===== config.mk =====
export PLATFORM = sky130hd
export DESIGN_NAME = rxack_core
export DESIGN_NICKNAME = d
export VERILOG_FILES = /design/src/inc/rxack_pkg.sv /design/src/hdl/rxack_core.sv
export VERILOG_INCLUDE_DIRS = /design/src /design/src/inc
export SDC_FILE = /design/constraint.sdc
export NUM_CORES = 1
export LEC_CHECK = 0
export CAP_MARGIN = 30
export CORE_MARGIN = 8
export CORE_UTILIZATION = 50
export DETAILED_ROUTE_END_ITERATION = 12
export DONT_BUFFER_PORTS = 1
export HOLD_SLACK_MARGIN = 0.05
export SYNTH_ARGS = -nofsm -noshare
export SYNTH_HDL_FRONTEND = slang
export SYNTH_SLANG_ARGS = --single-unit

===== constraint.sdc =====
create_clock -name pclk -period 2.6 [get_ports pclk]
set_clock_uncertainty 0.1 [all_clocks]
set_input_delay 0.52 -clock pclk [delete_from_list [all_inputs] [get_ports pclk]]
set_output_delay 0.52 -clock pclk [all_outputs]
set_load 0.05 [all_outputs]

===== src/inc/rxack_map.svh =====
// register offsets, field positions, frame codes, lengths and the delay reset value
// assumes: included by the design file and the bench only
`ifndef RXACK_MAP_SVH
`define RXACK_MAP_SVH

`define RXACK_OFF_CTRL      12'h000
`define RXACK_OFF_FILTER    12'h004
`define RXACK_OFF_DELAY     12'h008
`define RXACK_OFF_TXLEN     12'h00c
`define RXACK_OFF_PENDING   12'h010
`define RXACK_OFF_STATUS    12'h014
`define RXACK_OFF_PHYTX     12'h018

`define RXACK_CTRL_AUTO     0
`define RXACK_CTRL_RATE     1
`define RXACK_CTRL_CSUM     2
`define RXACK_CTRL_SRC      3
`define RXACK_CTRL_T2R      4
`define RXACK_FILT_PROM     4

`define RXACK_ST_FS         0
`define RXACK_ST_AM         1
`define RXACK_ST_EM         2
`define RXACK_ST_RXFE       3
`define RXACK_ST_IRQ_TX_FRAME_END       4
`define RXACK_ST_MATCH      5
`define RXACK_ST_EXT        6

`define RXACK_FT_DATA       3'h1
`define RXACK_FT_CMD        3'h3
`define RXACK_FT_ACK        3'h2
`define RXACK_LEN_CRC16     11'h005
`define RXACK_LEN_CRC32     11'h007
`define RXACK_PHY_OFDM      2'h1
`define RXACK_PHY_FSK       2'h0
`define RXACK_PHY_LEGACY    2'h2
`define RXACK_DELAY_RESET   16'h0000

`endif


===== src/inc/rxack_pkg.sv =====
// types shared by the receive event and auto-ack block
// assumes: the map header supplies all numbers
package rxack_pkg;

	// header facts from the parser, valid with hdr_done
	typedef struct packed
	{
		logic [2:0] frame_type;
		logic       ack_request;
		logic [7:0] seq_num;
		logic       match_found_flag;
		logic       ext_match_found_flag;
		logic [3:0] unit_match;
	} rxack_hdr_t;

	// phy fields of the received frame
	typedef struct packed
	{
		logic [1:0] phy_kind;
		logic [2:0] modulation_coding_level;
		logic       sync_delimiter_choice;
		logic       legacy_phy_flag;
		logic       rate_mode_select;
		logic       ppdu_kind;
		logic       checksum_type_setting;
	} rxack_phy_t;

	// acknowledgement frame request to the transmitter
	typedef struct packed
	{
		logic [10:0] length;
		logic [7:0]  seq_num;
		logic        frame_pending;
		logic        from_buffer;
		rxack_phy_t  phy;
	} rxack_tx_t;

	typedef enum logic [1:0]
	{
		RXACK_IDLE,
		RXACK_WAIT,
		RXACK_SEND
	} rxack_state_t;

endpackage


===== src/hdl/rxack_core.sv =====
// receive frame events and automatic acknowledgement engine
// assumes: an apb master on pclk; a header parser and a transmitter
// on the same clock that pulse their strobes for one cycle
//
// Notes on behaviour
// - frame start on every valid header
// - address match needs filter enabled
// - extended match needs filter enabled
// - frame end once frame is stored
// - no frame end if any filter fails
// - filter off: frame end follows first level
// - filter on: need match, extended, promiscuous or ack frame
// - ack frame: frame end, no matches
// - ack only for data/command requesting ack
// - procedure starts and waits only while enabled
// - send ack after programmed delay
// - rate adapt overrides then restores phy settings
// - copy received phy fields into transmit
// - checksum adapt only for fsk, legacy
// - internal ack copies sequence, fixed length
// - pending bit from matching filter unit
// - transmit frame end after ack sent
// - no ack: end in prepare state
// - match status updated after header parsed
// - filter enabled if any unit enabled
//
// Chosen here: the APB interface to the registers and the address map.
`include "rxack_map.svh"

module rxack_core
	import rxack_pkg::*;
#(
	parameter int DELAY_W = 16
)
(
	input  wire logic        pclk,
	input  wire logic        presetn,
	input  wire logic        psel,
	input  wire logic        penable,
	input  wire logic        pwrite,
	input  wire logic [11:0] paddr,
	input  wire logic [31:0] pwdata,
	output logic      [31:0] prdata,
	output wire logic        pready,
	output wire logic        pslverr,
	input  wire logic        hdr_valid,
	input  wire logic        hdr_done,
	input  wire rxack_hdr_t  hdr,
	input  wire logic        first_level_pass,
	input  wire logic        frame_stored,
	input  wire rxack_phy_t  rx_phy,
	input  wire logic        tx_done,
	output rxack_tx_t        ack_tx,
	output logic             ack_start,
	output logic             transmit_prepare_state,
	output logic [4:0]       irq_pulse
);

	// ------------------------------------------------------------
	// registers
	// ------------------------------------------------------------
	logic [4:0]         ctrl;
	logic [4:0]         filter;
	logic [DELAY_W-1:0] ack_delay;
	logic [10:0]        tx_len;
	logic [3:0]         ack_pending_bits;
	logic [6:0]         status;
	rxack_phy_t         phy_cfg;

	wire wr = psel & penable & pwrite;
	wire rd_hit_ctrl = paddr == `RXACK_OFF_CTRL;
	wire rd_hit_filt = paddr == `RXACK_OFF_FILTER;
	wire rd_hit_dly  = paddr == `RXACK_OFF_DELAY;
	wire rd_hit_len  = paddr == `RXACK_OFF_TXLEN;
	wire rd_hit_pend = paddr == `RXACK_OFF_PENDING;
	wire rd_hit_stat = paddr == `RXACK_OFF_STATUS;
	wire rd_hit_phy  = paddr == `RXACK_OFF_PHYTX;
	wire hit = rd_hit_ctrl | rd_hit_filt | rd_hit_dly | rd_hit_len
		| rd_hit_pend | rd_hit_stat | rd_hit_phy;
	assign pready  = 1'b1;
	assign pslverr = psel & penable & ~hit;

	wire auto_ack_enable           = ctrl[`RXACK_CTRL_AUTO];
	wire ack_rate_adapt_enable     = ctrl[`RXACK_CTRL_RATE];
	wire ack_checksum_adapt_enable = ctrl[`RXACK_CTRL_CSUM];
	wire ack_content_source        = ctrl[`RXACK_CTRL_SRC];
	wire [3:0] filter_unit_enable  = filter[3:0];
	wire promiscuous_accept        = filter[`RXACK_FILT_PROM];

	// ------------------------------------------------------------
	// receive event decision
	// ------------------------------------------------------------
	wire filt_on = |filter_unit_enable;
	wire is_ack  = hdr.frame_type == `RXACK_FT_ACK;
	wire ev_fs   = hdr_valid;
	wire ev_am   = hdr_done & filt_on & hdr.match_found_flag
		& ~is_ack;
	wire ev_em   = hdr_done & filt_on & hdr.ext_match_found_flag
		& ~is_ack;
	logic am_lat;
	logic em_lat;
	logic ackf_lat;
	wire pass_on  = first_level_pass
		& (am_lat | em_lat | promiscuous_accept | ackf_lat);
	wire pass = filt_on ? pass_on : first_level_pass;
	wire ev_fe = frame_stored & pass;

	// ------------------------------------------------------------
	// acknowledgement sequencer
	// ------------------------------------------------------------
	rxack_state_t       state;
	logic [DELAY_W-1:0] cnt;
	logic [7:0]         seq_lat;
	logic               need_ack;
	logic               pend_lat;
	rxack_phy_t         rx_phy_lat;

	wire ack_req = hdr_done & auto_ack_enable & hdr.ack_request
		& (|(hdr.unit_match & filter_unit_enable))
		& (hdr.frame_type == `RXACK_FT_DATA
		| hdr.frame_type == `RXACK_FT_CMD);
	wire [3:0] pend_sel = hdr.unit_match & ack_pending_bits;
	wire ev_te = tx_done & state == RXACK_SEND;

	// rate adaptation overlays the received fields only for the ack
	rxack_phy_t phy_adapt;
	always_comb
	begin
		phy_adapt = phy_cfg;
		if (ack_rate_adapt_enable)
		begin
			if (rx_phy_lat.phy_kind == `RXACK_PHY_OFDM)
				phy_adapt.modulation_coding_level =
					rx_phy_lat.modulation_coding_level;
			else if (rx_phy_lat.phy_kind == `RXACK_PHY_FSK)
				phy_adapt.sync_delimiter_choice =
					rx_phy_lat.sync_delimiter_choice;
			else
			begin
				phy_adapt.legacy_phy_flag = rx_phy_lat.legacy_phy_flag;
				phy_adapt.rate_mode_select = rx_phy_lat.rate_mode_select;
				phy_adapt.ppdu_kind = rx_phy_lat.ppdu_kind;
			end
		end
		if (ack_checksum_adapt_enable
			&& (rx_phy_lat.phy_kind == `RXACK_PHY_FSK
			|| (rx_phy_lat.phy_kind == `RXACK_PHY_LEGACY
			&& rx_phy_lat.legacy_phy_flag)))
			phy_adapt.checksum_type_setting =
				rx_phy_lat.checksum_type_setting;
	end

	wire [10:0] int_len = phy_adapt.checksum_type_setting
		? `RXACK_LEN_CRC32 : `RXACK_LEN_CRC16;

	always_ff @(posedge pclk or negedge presetn)
	begin
		if (!presetn)
		begin
			am_lat     <= 1'b0;
			em_lat     <= 1'b0;
			ackf_lat   <= 1'b0;
			need_ack   <= 1'b0;
			seq_lat    <= 8'h00;
			pend_lat   <= 1'b0;
			rx_phy_lat <= '0;
		end
		else if (hdr_done)
		begin
			am_lat   <= ev_am;
			em_lat   <= ev_em;
			ackf_lat <= is_ack;
			need_ack <= ack_req;
			seq_lat  <= hdr.seq_num;
			pend_lat <= |pend_sel;
			rx_phy_lat <= rx_phy;
		end
	end

	always_ff @(posedge pclk or negedge presetn)
	begin
		if (!presetn)
		begin
			state     <= RXACK_IDLE;
			cnt       <= '0;
			ack_start <= 1'b0;
			ack_tx    <= '0;
		end
		else
		begin
			ack_start <= 1'b0;
			case (state)
			RXACK_IDLE:
				if (ev_fe && need_ack && auto_ack_enable)
				begin
					state <= RXACK_WAIT;
					cnt   <= ack_delay;
				end
			RXACK_WAIT:
				if (!auto_ack_enable)
					state <= RXACK_IDLE;
				else if (cnt == '0)
				begin
					state            <= RXACK_SEND;
					ack_start        <= 1'b1;
					ack_tx.phy       <= ack_rate_adapt_enable
						|| ack_checksum_adapt_enable
						? phy_adapt : phy_cfg;
					ack_tx.seq_num   <= seq_lat;
					ack_tx.frame_pending <= pend_lat;
					ack_tx.from_buffer <= ack_content_source;
					ack_tx.length    <= ack_content_source
						? tx_len : int_len;
				end
				else
					cnt <= cnt - 1'b1;
			RXACK_SEND:
				if (tx_done)
				begin
					state      <= RXACK_IDLE;
					ack_tx.phy <= phy_cfg;
				end
			default:
				state <= RXACK_IDLE;
			endcase
		end
	end

	// the block itself sits in prepare whenever not sending
	assign transmit_prepare_state = state != RXACK_SEND;

	// ------------------------------------------------------------
	// register file and sticky status
	// ------------------------------------------------------------
	wire [4:0] ev_vec = {ev_te, ev_fe, ev_em, ev_am, ev_fs};
	wire st_clr = wr & rd_hit_stat;

	always_ff @(posedge pclk or negedge presetn)
	begin
		if (!presetn)
		begin
			ctrl      <= '0;
			filter    <= '0;
			ack_delay <= `RXACK_DELAY_RESET;
			tx_len    <= '0;
			ack_pending_bits <= '0;
			phy_cfg   <= '0;
			status    <= '0;
			irq_pulse <= '0;
		end
		else
		begin
			irq_pulse <= ev_vec;
			if (wr && rd_hit_ctrl)
				ctrl <= pwdata[4:0];
			if (wr && rd_hit_filt)
				filter <= pwdata[4:0];
			if (wr && rd_hit_dly)
				ack_delay <= pwdata[DELAY_W-1:0];
			if (wr && rd_hit_len)
				tx_len <= pwdata[10:0];
			if (wr && rd_hit_pend)
				ack_pending_bits <= pwdata[3:0];
			if (wr && rd_hit_phy)
				phy_cfg <= pwdata[$bits(rxack_phy_t)-1:0];
			// write one to clear; a new event wins over the clear
			status[4:0] <= (status[4:0]
				& ~(st_clr ? pwdata[4:0] : 5'h00)) | ev_vec;
			status[`RXACK_ST_MATCH] <= am_lat;
			status[`RXACK_ST_EXT]   <= em_lat;
		end
	end

	always_comb
	begin
		prdata = 32'h0000_0000;
		if (rd_hit_ctrl)
			prdata[4:0] = ctrl;
		else if (rd_hit_filt)
			prdata[4:0] = filter;
		else if (rd_hit_dly)
			prdata[DELAY_W-1:0] = ack_delay;
		else if (rd_hit_len)
			prdata[10:0] = tx_len;
		else if (rd_hit_pend)
			prdata[3:0] = ack_pending_bits;
		else if (rd_hit_stat)
			prdata[6:0] = status;
		else if (rd_hit_phy)
			prdata[$bits(rxack_phy_t)-1:0] = phy_cfg;
	end

	// ------------------------------------------------------------
	// checks
	// ------------------------------------------------------------
	fs_pulse_a: assert property (
		@(posedge pclk) disable iff (!presetn)
		hdr_valid |=> irq_pulse[0])
		else $error("frame start not raised");
	am_gate_a: assert property (
		@(posedge pclk) disable iff (!presetn)
		irq_pulse[1] |-> $past(filt_on))
		else $error("address match without filter");
	em_gate_a: assert property (
		@(posedge pclk) disable iff (!presetn)
		irq_pulse[2] |-> $past(filt_on))
		else $error("extended match without filter");
	fe_cause_a: assert property (
		@(posedge pclk) disable iff (!presetn)
		irq_pulse[3] |-> $past(frame_stored))
		else $error("frame end without stored frame");
	fe_fail_a: assert property (
		@(posedge pclk) disable iff (!presetn)
		frame_stored && !first_level_pass |=> !irq_pulse[3])
		else $error("frame end despite failed filter");
	fe_nofilt_a: assert property (
		@(posedge pclk) disable iff (!presetn)
		frame_stored && !filt_on
		|=> irq_pulse[3] == $past(first_level_pass))
		else $error("frame end mismatch, filter off");
	ack_nomatch_a: assert property (
		@(posedge pclk) disable iff (!presetn)
		hdr_done && is_ack
		|=> !irq_pulse[1] && !irq_pulse[2])
		else $error("match raised for ack frame");
	ack_enable_a: assert property (
		@(posedge pclk) disable iff (!presetn)
		ack_start
		|-> $past(state) == RXACK_WAIT && $past(auto_ack_enable))
		else $error("ack started while disabled");
	phy_restore_a: assert property (
		@(posedge pclk) disable iff (!presetn)
		state == RXACK_SEND && tx_done
		|=> ack_tx.phy == $past(phy_cfg))
		else $error("phy settings not restored");
	te_done_a: assert property (
		@(posedge pclk) disable iff (!presetn)
		state == RXACK_SEND && tx_done
		|=> irq_pulse[4] && state == RXACK_IDLE)
		else $error("transmit frame end missing");
	len_int_a: assert property (
		@(posedge pclk) disable iff (!presetn)
		ack_start && !ack_tx.from_buffer |-> ack_tx.length
		== (ack_tx.phy.checksum_type_setting
		? `RXACK_LEN_CRC32 : `RXACK_LEN_CRC16))
		else $error("internal ack length wrong");
	sticky_a: assert property (
		@(posedge pclk) disable iff (!presetn)
		status[3] && !st_clr |=> status[3])
		else $error("status flag dropped");

endmodule


* After elaboration in Yosys (flattened, before gate mapping) *
Index checks and enable logic that the tools add are counted.

storage, ports and cells
  flip-flop bits (word level) = 136
  input port bits = 82
  output and inout bits = 72
  word-level logic and storage cells = 160

operators by class
  $add $sub $neg = 1
  equal/unequal tests = 20
  multiplexer cells = 40
  bitwise gates (word level) = 33
  reduce and logical (&&, ||, !) cells = 25

operators by type and width
  operator                                              count
  2-to-1 mux 10 bit                                     5
  2-to-1 mux 16 bit                                     3
  2-to-1 mux 11 bit                                     4
  equality test 12 x 5 -> 1 bit, second input constant  3
  case mux 16 bit (2 select lines)                      1
  equality test 12 x 4 -> 1 bit, second input constant  2
  2-to-1 mux 5 bit                                      4
  case mux 10 bit (2 select lines)                      1
  AND 1 bit                                             16
  zero test 16 bit                                      1
  subtractor 16 x 1 -> 16 bit, second input constant    1
  2-to-1 mux 7 bit                                      2
  equality test 12 x 3 -> 1 bit, second input constant  1
  zero test 12 bit                                      1
  inequality test 2 bit, second input constant          6
  OR reduction 4 bit                                    3
  logical AND 1 bit                                     10
  2-to-1 mux 2 bit                                      5
  bitwise OR 1 bit                                      10
  2-to-1 mux 3 bit                                      3
  AND 4 bit                                             2
  2-to-1 mux 4 bit                                      2
  2-to-1 mux 8 bit                                      1
  AND reduction 4 bit                                   2
  16 further kinds                                      30

* Logic depth before layout (Yosys ltp) *
Gate-level depths: netlist (run 1).

  word-level depth = 10
  mapped depth = 9
  gate-level depth less buffers = 8

* Least setup slack after synthesis (run 1) *
Ideal clock, no wire load.

  path kind = input to output
  from = in paddr[0]
  to = out prdata[6]
  arrival = 2769 ps
  data required time = 1980 ps
  path slack = -789 ps
  cell stages on the path = 6
  buffers on the path = 1
  path through = nor4_4 -> nand4_1 -> clkbuf_1 -> nor2_1 -> a21oi_1 -> o21ai_0

between the ends
  word-level cells in the longest chain between the ends = 8
  elaborated cells on any way between the ends = 14
  classes of those cells = eq/ne (6); mux (7); reduce/logical (1)

ends and longest elaborated chain
  element                                         RTL line           RTL
  start: declaration                              rxack_core.sv:41   input wire logic [11:0] paddr,
  equality test 12 x 5 -> 1 bit (no source line)  -
  2-to-1 mux 10 bit                               rxack_core.sv:289  else if (rd_hit_phy)
  2-to-1 mux 7 bit                                rxack_core.sv:287  else if (rd_hit_stat)
  2-to-1 mux 6 bit                                rxack_core.sv:285  else if (rd_hit_pend)
  2-to-1 mux 10 bit                               rxack_core.sv:283  else if (rd_hit_len)
  2-to-1 mux 11 bit                               rxack_core.sv:281  else if (rd_hit_dly)
  2-to-1 mux 11 bit                               rxack_core.sv:279  else if (rd_hit_filt)
  2-to-1 mux 11 bit (*)                           rxack_core.sv:277  if (rd_hit_ctrl)
  end: declaration                                rxack_core.sv:43   output logic [31:0] prdata,

Mark *: on every way between the ends. The rest lies on a longest branch, timed or not.

* Worst setup path after layout (run 1) *
  from = in paddr[5]
  to = out prdata[3]

between the ends
  word-level cells in the longest chain between the ends = 8
  elaborated cells on any way between the ends = 14
  classes of those cells = eq/ne (6); mux (7); reduce/logical (1)

ends and longest elaborated chain
  element                                         RTL line
  equality test 12 x 5 -> 1 bit (no source line)  -
  2-to-1 mux 10 bit                               rxack_core.sv:289
  2-to-1 mux 7 bit                                rxack_core.sv:287
  2-to-1 mux 4 bit                                rxack_core.sv:285
  2-to-1 mux 10 bit                               rxack_core.sv:283
  2-to-1 mux 11 bit                               rxack_core.sv:281
  2-to-1 mux 5 bit                                rxack_core.sv:279
  2-to-1 mux 5 bit (*)                            rxack_core.sv:277

Marks and branches as above.

==> results_dict.tcl, run 1 <==
set metrics [dict create \
    root_buffer "clkbuf_16" \
    grt_pass1_wl_mm 27.6 \
    detail_route.vias_per_cell 5.73 \
    clockBufferDepth 2 \
    final_cell_mix "dfrtp_1, nand2_1, mux2_2" \
    wl_per_cell_um 21.0 \
    io_buffers 0 \
    grt_setup_unrepaired "true" \
    clkTransAtPathRegs_ns 0.06 \
    first_pass_iters 5 \
    setup_violations 0 \
    vias 4683 \
    outcome "finished, violations left" \
    wl_mm 17.1 \
    worst_slack_ns 0.0522 \
    start_util_pct 51.3 \
    ir_drop_mv 0.450 \
    nNetsFinal 717 \
    antenna_found_initial 0 \
    power.total_uw 4850 \
    place_congestion 0.908 \
    placed_cells 784 \
    avgSynthCellArea_um2 10.9 \
    power_density_nw_per_um2 626 \
    max_slew_margin_pct 55.0 \
    cp-start-kind "input port" \
    drive_above_1_share_pct 28.4 \
    share_comb_of_total_power_pct 4.2 \
    worstSetupEndpointType "primary output" \
    synth_edf_count 0 \
    finalCriticalPeriod_ns 2.55 \
    dp_worst_setup_slack_ns 0.00184 \
    fmax_ghz 0.392 \
    clock-sinks 136 \
    pwr-share-clk_pct 48.6 \
    critical_path_arrival_ns 1.93 \
    power_frac_seq_pct 47.2 \
    violations "negative hold slack" \
    io-pin-count 154 \
    internal-power_uw 3710 \
    synth-seq-area-share_pct 52.4 \
    switching_power_uw 1140 \
    reg2reg_to "cnt[2]$_DFFE_PN0P_" \
    cts_hold_buf 1 \
    p_leak_uw 0.00354 \
    final_cells 817 \
    grt_overflow 0 \
    p_sw_share_pct 23.6 \
    synthFlopType "dfrtp_1" \
    grt_util_all_layers_pct 21.6 \
    synthArstFlopShare_pct 100 \
    numCtsBuffers 17 \
    ctsHtreeMaxLevel 4 \
    syn_to_final_growth_pct 19.4 \
    critPathMaxFanout 5 \
    grt_max_degree 137 \
    synth_top_cell_by_area "dfrtp_1" \
    dieHeight_um 130 \
    synthTopCellsByArea "dfrtp_1, mux2_2, nand2_1" \
    yosys_warnings 0 \
    rrSetupSlack_ns 0.25 \
    worstPathRequired_ns 1.98 \
    path_class "input port to primary output" \
    place_hpwl_mm 12.5 \
    worst_pin_slew_ns 0.670 \
    drc 0 \
    grt_pass1_vias 4925 \
    die_w_um 130 \
    reg2reg_depth 7 \
    hold_slack_ns -0.304 \
    syn_area_um2 6490 \
    row_count 41 \
    final_hold_viol_count 136 \
    synthCells 596 \
    ys_types 64 \
    die_area_um2 16900 \
    max_cap_viol_count 0 \
    utilization_pct 61.2 \
    clk_latency_ns 0.42 \
    drtAntennaViolNets 0 \
    min_period_over_period_pct 98.0 \
    diodes 0 \
    cts_tree "done" \
    drv_slew 0 \
    final_common_cell "dfrtp_1" \
    hp-class "input port to async pin" \
    synth_top_area_share_pct 52.4 \
    rr_startpoint "filter[3]$_DFFE_PN0P_" \
    synth-seq-cells 136 \
    drtIter0Drc 398 \
    core_area_um2 12700 \
]
## metal layers
layer  up-vias  share of wire, %  GRT usage, %
li1       2176                 -             -
met1      2348                43          27.2
met2       143                48          34.1
met3        16               7.6          7.43
met4         0               1.3          7.24
met5         -                 0             0
## power by group through the flow
stage                     combinational [uW]  clock [uW]  sequential, uW
after floorplan                          204           0            2310
after global placement                   193           0            2330
after detailed placement                 199           0            2330
after CTS                                200        2410            2290
after global routing                     221        2500            2300
final                                    203        2360            2290
## critical path, cell delays in order
cell and delay [ns]:
nor4_4 0.32, buf_4 0.18, nand4_1 0.16, buf_4 0.20, o22ai_1 0.16, o22a_1 0.22, buf_12 0.15
## final cells by class
class,instances,area (um2)
Timing Repair Buffer,44,520
Tap cell,172,215
Sequential cell,136,3400
Inverter,12,45.0
Clock buffer,20,457
Multi-Input combinational cell,422,2990
Clock inverter,11,125
Fill cell,1086,4920
## state kept, by name, indices dropped and copies added, names as in the netlist
| signal | flops |
|---|---|
| pend_lat | 1 |
| ack_delay | 16 |
| filter | 5 |
| phy_cfg | 8 |
| am_lat | 1 |
| status | 7 |
| em_lat | 1 |
| ack_start | 1 |
| irq_pulse | 5 |
| state | 2 |
| ackf_lat | 1 |
| seq_lat | 8 |
| ack_tx | 31 |
| tx_len | 11 |
| need_ack | 1 |
| ack_pending_bits | 4 |
| cnt | 16 |
| ctrl | 5 |
| phy_adapt | 2 |
| rx_phy_lat | 10 |
## cells by family (layout without fill, tap and decap cells)
family | after synthesis | after routing | share of synthesized area, %
AO/OA/AOI/OAI | 104 | 104 | 10.5
adder cells (fa/ha/maj) | 2 | 2 | 0.385
buffers and inverters | 53 | 87 | 4.33
flip-flops | 136 | 136 | 52.4
multiplexers | 92 | 92 | 15.6
other | 2 | 17 | 0.116
AND/OR/NAND/NOR | 207 | 207 | 16.7
## metrics by stage
step                      hold WS [ns]  setup TNS (ns)  instance area, um2
after floorplan                  0.124               0                6650
after global placement           0.130               0                7120
after detailed placement         0.130               0                7120
after CTS                       -0.322               0                7710
after global routing            -0.328          -0.151                7750
final                           -0.304               0                7750
## Yosys cell counts, types with 2 or more instances
library cell	n
o21ai_1	2
a21oi_1	33
mux2i_1	20
or4_1	3
nor2_1	41
nor4_2	2
buf_2	6
or2_2	3
nor3b_1	4
a311oi_1	2
nand4_1	11
o22a_1	5
nand2_1	75
o311a_1	2
inv_1	11
dfrtp_1	136
nor3_1	12
ha_1	2
buf_4	18
clkbuf_1	12
and2_1	7
buf_1	4
nor4_1	5
conb_1	2
nor3_2	2
nand3_1	16
o22ai_1	9
a22oi_1	6
nor2b_1	5
o21ai_0	19
o32ai_1	3
a21o_1	8
nor4_4	2
o31ai_1	2
mux2_2	72
a211oi_2	2
nand2b_1	5
## how the worst max path moves through the flow
stage / cells past startpoint / slack, ns / startpoint / end
floorplan: 7 / 0.01 / paddr[2] / prdata[6]
global placement: 7 / 0.02 / paddr[5] / prdata[6]
detailed placement: 7 / 0.002 / paddr[5] / prdata[6]
CTS: 7 / 0.02 / paddr[9] / prdata[1]
global route: 7 / -0.06 / paddr[5] / prdata[1]
finish: 7 / 0.05 / paddr[5] / prdata[3]
## what timing repair did
action / in CTS / in global routing
hold endpoints to repair: 137 / 136
gates resized for setup: 1 / 9
pin swaps: 0 / 1
setup endpoints to repair: 1 / 12
buffers inserted: 0 / 1
cloned: 0 / 0
Power figures use the tool's default switching activity.
==> run 2, diff against run 1 <==
--- a/config.mk
+++ b/config.mk
@@ -8,10 +8,11 @@
 export LEC_CHECK = 0
 export CAP_MARGIN = 30
 export CORE_MARGIN = 8
-export CORE_UTILIZATION = 50
+export CORE_UTILIZATION = 45
 export DETAILED_ROUTE_END_ITERATION = 12
 export DONT_BUFFER_PORTS = 1
 export HOLD_SLACK_MARGIN = 0.05
+export REMOVE_ABC_BUFFERS = 1
 export SYNTH_ARGS = -nofsm -noshare
 export SYNTH_HDL_FRONTEND = slang
 export SYNTH_SLANG_ARGS = --single-unit
==> constraint.sdc (replaced) <==
create_clock -name pclk -period 2.7 [get_ports pclk]
set_clock_uncertainty 0.1 [all_clocks]
set_input_delay 0.54 -clock pclk [delete_from_list [all_inputs] [get_ports pclk]]
set_output_delay 0.54 -clock pclk [all_outputs]
set_load 0.05 [all_outputs]
==> run 2 against run 1 <==
Total power decreased by 3.8%. The run still ends with negative hold slack left. Combinational power decreased by 5%. Critical endpoint is now prdata[1]. Sequential power decreased by 3%. Critical path depth unchanged. Worst setup slack got worse by 0.010 ns.
==> results_dict.tcl, run 2 (synthesis gave the netlist of run 1 again) <==
set metrics [dict create \
    outcome "finished, violations left" \
    violations "negative hold slack" \
    slowest_delay_ns 0.30 \
    finalCriticalPeriod_ns 2.66 \
    register_area_um2 3400 \
    grt_pass1_vias 4832 \
    worst_pin_slew_ns 0.594 \
    top_regs "ack_tx: 31 flops, ack_delay: 16 flops, cnt: 16 flops" \
    setup_violations 0 \
    max_cap_viol_count 0 \
    p_leak_uw 0.00352 \
    dieHeight_um 136 \
    worst_slack_ns 0.0421 \
    cp-start-kind "input port" \
    wl_per_cell_um 20.6 \
    nFillCells 1277 \
    die_w_um 136 \
    first_pass_iters 4 \
    drc 0 \
    grt_pass1_wl_mm 26.6 \
    nNetsFinal 718 \
    io_buffers 0 \
    worst-path-stages 7 \
    ir_drop_mv 0.485 \
    multi_input_area_um2 2890 \
    hp-class "input port to async pin" \
    grt_max_degree 137 \
    io-pin-count 154 \
    clk_latency_ns 0.42 \
    drv_slew 0 \
    critPathMaxFanout 5 \
    grt_util_all_layers_pct 18.8 \
    die_area_um2 18500 \
    clkTransAtPathRegs_ns 0.05 \
    place_hpwl_mm 12.3 \
    max_slew_margin_pct 60.4 \
    worstPathRequired_ns 2.06 \
    worstPathCellList "nor4_4 -> nand4_1 -> buf_6 -> a21o_1 -> a211oi_2 -> o22a_1 -> buf_12" \
    power_density_nw_per_um2 612 \
    final_common_cell "dfrtp_1" \
    reg2reg_depth 6 \
    start_util_pct 45.4 \
    path_class "input port to primary output" \
    diodes 0 \
    place_congestion 0.901 \
    worst-path-buf-inv 2 \
    drtIter0Drc 343 \
    drive_above_1_share_pct 26.9 \
    cts_tree "done" \
    power.total_uw 4670 \
    root_buffer "clkbuf_16" \
    fmax_ghz 0.376 \
    final_cell_mix "dfrtp_1, nand2_1, mux2_2" \
    cts_hold_buf 1 \
    syn_to_final_growth_pct 17.5 \
    grt_overflow 0 \
    cpMaxStageDelayCell "nor4_4" \
    core_area_um2 14300 \
    largest_register "ack_tx" \
    placed_cells 794 \
    vias 4695 \
    critical_path_arrival_ns 2.02 \
    row_count 44 \
    clock-sinks 136 \
    wl_mm 17.1 \
    detail_route.vias_per_cell 5.66 \
    final_hold_viol_count 136 \
    cp_top_family "compound AO/OA/AOI/OAI gates" \
    setup_tns_ns 0 \
    largest_register_ff_count 31 \
    min_period_over_period_pct 98.4 \
    worstSetupEndpointType "primary output" \
    numCtsBuffers 17 \
    ctsHtreeMaxLevel 4 \
    antenna_found_initial 0 \
    clockBufferDepth 2 \
    drtAntennaViolNets 0 \
    hold_slack_ns -0.274 \
    final_cells 830 \
    dp_worst_setup_slack_ns -0.0434 \
]
[run 2: changes by cell type in the layout (fill, tap and decap cells not counted), sizes merged]
| cell | before | now |
|---|---|---|
| inv | 12 | 14 |
| buf | 43 | 44 |
| clkbuf | 20 | 21 |
| clkinvlp | 5 | 2 |
[run 2: cell type report]
cell class                 count  share of cell area [%]
timing repair buffer          45                    6.28
clock buffer                  21                    6.03
tap                          184                    3.02
multi-input combinational    422                    37.9
sequential                   136                    44.6
inverter                      12                   0.623
clock inverter                10                    1.57
[run 2: where the power goes]
part | switching, uW | internal (uW)
Clock | 865 | 1410
Combinational | 116 | 76.3
Sequential | 108 | 2100
[run 2: repair_timing]
item / in CTS / in global routing
cloned: 0 / 1
pin swaps: 0 / 4
resized for setup: 3 / 6
endpoints found under the setup margin: 4 / 4
setup buffers: 0 / 3
hold endpoints to repair: 137 / 136
[run 2: routing by layer]
metal  vias up  wire [um]  GRT usage, %
li1       2183          -             -
met1      2362       7230          23.6
met2       127       8230          29.4
met3        23       1340          6.17
met4         0        333          7.57
met5         -          0             0
[run 2: metrics by stage]
stage	area [um2]	util [%]
2_1_floorplan	6310	-
3_3_place_gp	6980	48.8
3_5_place_dp	6980	48.8
4_1_cts	7590	53.0
5_1_grt	7630	53.3
6_report	7630	53.3
[run 2: path summary, 6_finish.rpt]
path                                       start                     end  slack, ns
hold / removal                           presetn  irq_pulse[2]$_DFF_PN0_      -0.27
setup / recovery                        paddr[5]               prdata[1]       0.04
setup reg to reg           filter[3]$_DFFE_PN0P_      cnt[8]$_DFFE_PN0P_       0.26
max in group asynchronous                presetn      cnt[2]$_DFFE_PN0P_       2.59
hold reg to reg               em_lat$_DFFE_PN0P_     status[6]$_DFF_PN0_       0.33
min in group pclk                      hdr_valid     status[0]$_DFF_PN0_       0.11
==> run 3, diff against run 2 <==
--- a/config.mk
+++ b/config.mk
@@ -6,6 +6,7 @@
 export SDC_FILE = /design/constraint.sdc
 export NUM_CORES = 1
 export LEC_CHECK = 0
+export ABC_AREA = 1
 export CAP_MARGIN = 30
 export CORE_MARGIN = 8
 export CORE_UTILIZATION = 45
==> constraint.sdc (replaced) <==
create_clock -name pclk -period 3.3 [get_ports pclk]
set_clock_uncertainty 0.1 [all_clocks]
set_input_delay 0.66 -clock pclk [delete_from_list [all_inputs] [get_ports pclk]]
set_output_delay 0.66 -clock pclk [all_outputs]
set_load 0.05 [all_outputs]
==> run 3 against run 2 <==
The run still ends with negative hold slack left. Combinational power down 41%. Clock-buffer cell count down 1. Critical path type unchanged. Cell count up 20%.
==> results_dict.tcl, run 3 <==
set metrics [dict create \
    largest_register "ack_tx" \
    place_area_um2 6840 \
    synth_top_area_share_pct 51.3 \
    diodes 0 \
    grt.met3_usage_pct 4.81 \
    setup_violations 0 \
    post-synth-top-count-cell "nand2_1" \
    syn_to_final_growth_pct 13.0 \
    vias 5318 \
    cp-start-kind "input port" \
    place_hpwl_mm 12.9 \
    wl_per_cell_um 17.8 \
    dp_worst_setup_slack_ns 0.222 \
    first_pass_iters 6 \
    dieHeight_um 137 \
    yosys_warnings 0 \
    p_leak_uw 0.00378 \
    ir_drop_mv 0.335 \
    grt_pass1_wl_mm 28.4 \
    cts_tree "done" \
    io_buffers 0 \
    ctsHtreeMaxLevel 4 \
    cpMaxStageDelayCell "buf_4" \
    numCtsBuffers 17 \
    largest_register_ff_count 31 \
    drtIter0Drc 400 \
    wl_mm 17.8 \
    synthArstFlopShare_pct 100 \
    path_class "input port to primary output" \
    syn_area_um2 6630 \
    synthTopCellsByArea "dfrtp_1, nand2_1, o21ai_0" \
    max_cap_viol_count 0 \
    grt_pass1_vias 5390 \
    drive_above_1_share_pct 14.2 \
    top_regs "ack_tx: 31 flops, ack_delay: 16 flops, cnt: 16 flops" \
    worst_pin_slew_ns 0.587 \
    fin_area_um2 7490 \
    place_congestion 0.893 \
    critPathMaxFanout 6 \
    io-pin-count 154 \
    grt_setup_unrepaired "false" \
    met2_usage_pct 30.8 \
    worstPathRequired_ns 2.54 \
    fmax_ghz 0.328 \
    use_met1_pct 25.4 \
    final_common_cell "nand2_1" \
    die_w_um 137 \
    max_slew_margin_pct 60.8 \
    hp-class "input port to async pin" \
    worst_slack_ns 0.254 \
    synthFlopType "dfrtp_1" \
    register_area_um2 3400 \
    clkTransAtPathRegs_ns 0.06 \
    avgSynthCellArea_um2 8.42 \
    drtAntennaViolNets 0 \
    clk_latency_ns 0.42 \
    grt_max_degree 137 \
    synth_top_cell_by_area "dfrtp_1" \
    min_period_over_period_pct 92.3 \
    antenna_found_initial 0 \
    violations "negative hold slack" \
    synthCells 787 \
    core_area_um2 14500 \
    outcome "finished, violations left" \
    drv_slew 0 \
    synth_edf_count 0 \
    nFillCells 1353 \
    cp_common_cell "nand2_1" \
    multi_input_area_um2 2730 \
    row_count 44 \
    slowest_delay_ns 0.26 \
    clock-sinks 136 \
    power_density_nw_per_um2 522 \
    detail_route.vias_per_cell 5.32 \
    hold_slack_ns -0.161 \
    rr_startpoint "state[0]$_DFFE_PN0P_" \
    reg2reg_depth 7 \
    critical_path_arrival_ns 2.29 \
    die_area_um2 18900 \
    synth-seq-area-share_pct 51.3 \
    rrSetupSlack_ns 0.88 \
    synth-seq-cells 136 \
    reg2reg_to "ack_tx[0]$_DFFE_PN0P_" \
    utilization_pct 51.8 \
    clockBufferDepth 2 \
    final_hold_viol_count 136 \
    grt.busiest_layer "met2" \
    worstSetupEndpointType "primary output" \
    ys_types 48 \
    worstPathCellList "nor2_1 -> nand2_1 -> nor2_1 -> nand2_1 -> inv_2 -> nand2_1 -> nand2_1 -> o211ai_1 -> nand2_1 -> nand2_1 -> o21ai_1 -> buf_4" \
    grt_util_all_layers_pct 19.6 \
    start_util_pct 45.8 \
    root_buffer "clkbuf_16" \
    drc 0 \
    finalCriticalPeriod_ns 3.05 \
    grt_overflow 0 \
    nNetsFinal 887 \
    final_cell_mix "nand2_1, dfrtp_1, o21ai_0" \
    yosys-top-cells-count "nand2_1, dfrtp_1, o21ai_0" \
]
-- run 3: metal layers --
layer | wire length (um) | share of wire, %
met5 | 0 | 0
met1 | 7900 | 44
met3 | 1260 | 7.1
met2 | 8340 | 47
met4 | 265 | 1.5
-- run 3: through the flow --
step           cells  setup TNS, ns  total power [uW]  hold slack (ns)
2_1_floorplan    763         -0.264              1830            0.264
3_3_place_gp     968              0              1850            0.271
3_5_place_dp     968              0              1850            0.270
4_1_cts          999              0              3950           -0.184
5_1_grt          999              0              4030           -0.183
6_report         999              0              3910           -0.161
-- run 3: report_power, final --
| group | switching, uW | leakage [uW] | total [uW] | internal (uW) |
|---|---|---|---|---|
| combinational | 93.1 | 0.00164 | 113 | 19.5 |
| clock | 712 | 0.000320 | 2090 | 1380 |
| sequential | 16.0 | 0.00181 | 1710 | 1690 |
| total | 821 | 0.00378 | 3910 | 3090 |
-- run 3: cells by family after synthesis --
| kind of cell | share of synthesized area, % |
|---|---|
| compound gates | 15.2 |
| buf+inv | 8.61 |
| mux | 2.13 |
| xor+xnor | 0.396 |
| flops | 51.3 |
| simple gates | 21.9 |
| other cells | 0.113 |
| fa+ha+maj | 0.377 |
-- run 3: timing repair --
| action | in CTS | in global routing |
|---|---|---|
| gates resized for setup | 0 | 1 |
| endpoints found under the hold margin | 136 | 136 |
| buffers inserted | 0 | 0 |
| setup endpoints to repair | 0 | 1 |
-- run 3: worst max-delay path by stage --
stage	cells after the start	slack, ns	start	endpoint
finish	12	0.25	paddr[1]	prdata[4]
global route	12	0.09	paddr[1]	prdata[4]
CTS	10	0.20	paddr[1]	prdata[2]
detailed placement	10	0.22	paddr[1]	prdata[2]
global placement	12	0.27	paddr[9]	prdata[3]
floorplan	6	-0.23	paddr[11]	pslverr
-- run 3: final cells by class --
class	instances	share of cell area, %
inverter	82	4.11
clock inverter	11	2.60
multi-input combinational	545	36.4
timing repair buffer	21	2.27
tap	184	3.07
clock buffer	20	6.09
sequential	136	45.4
-- run 3: critical path, delay by kind of cell --
family / cells / cell delay, ns
AND/OR/NAND/NOR: 8 / 0.94
AO/OA/AOI/OAI: 2 / 0.25
buffers and inverters: 2 / 0.43
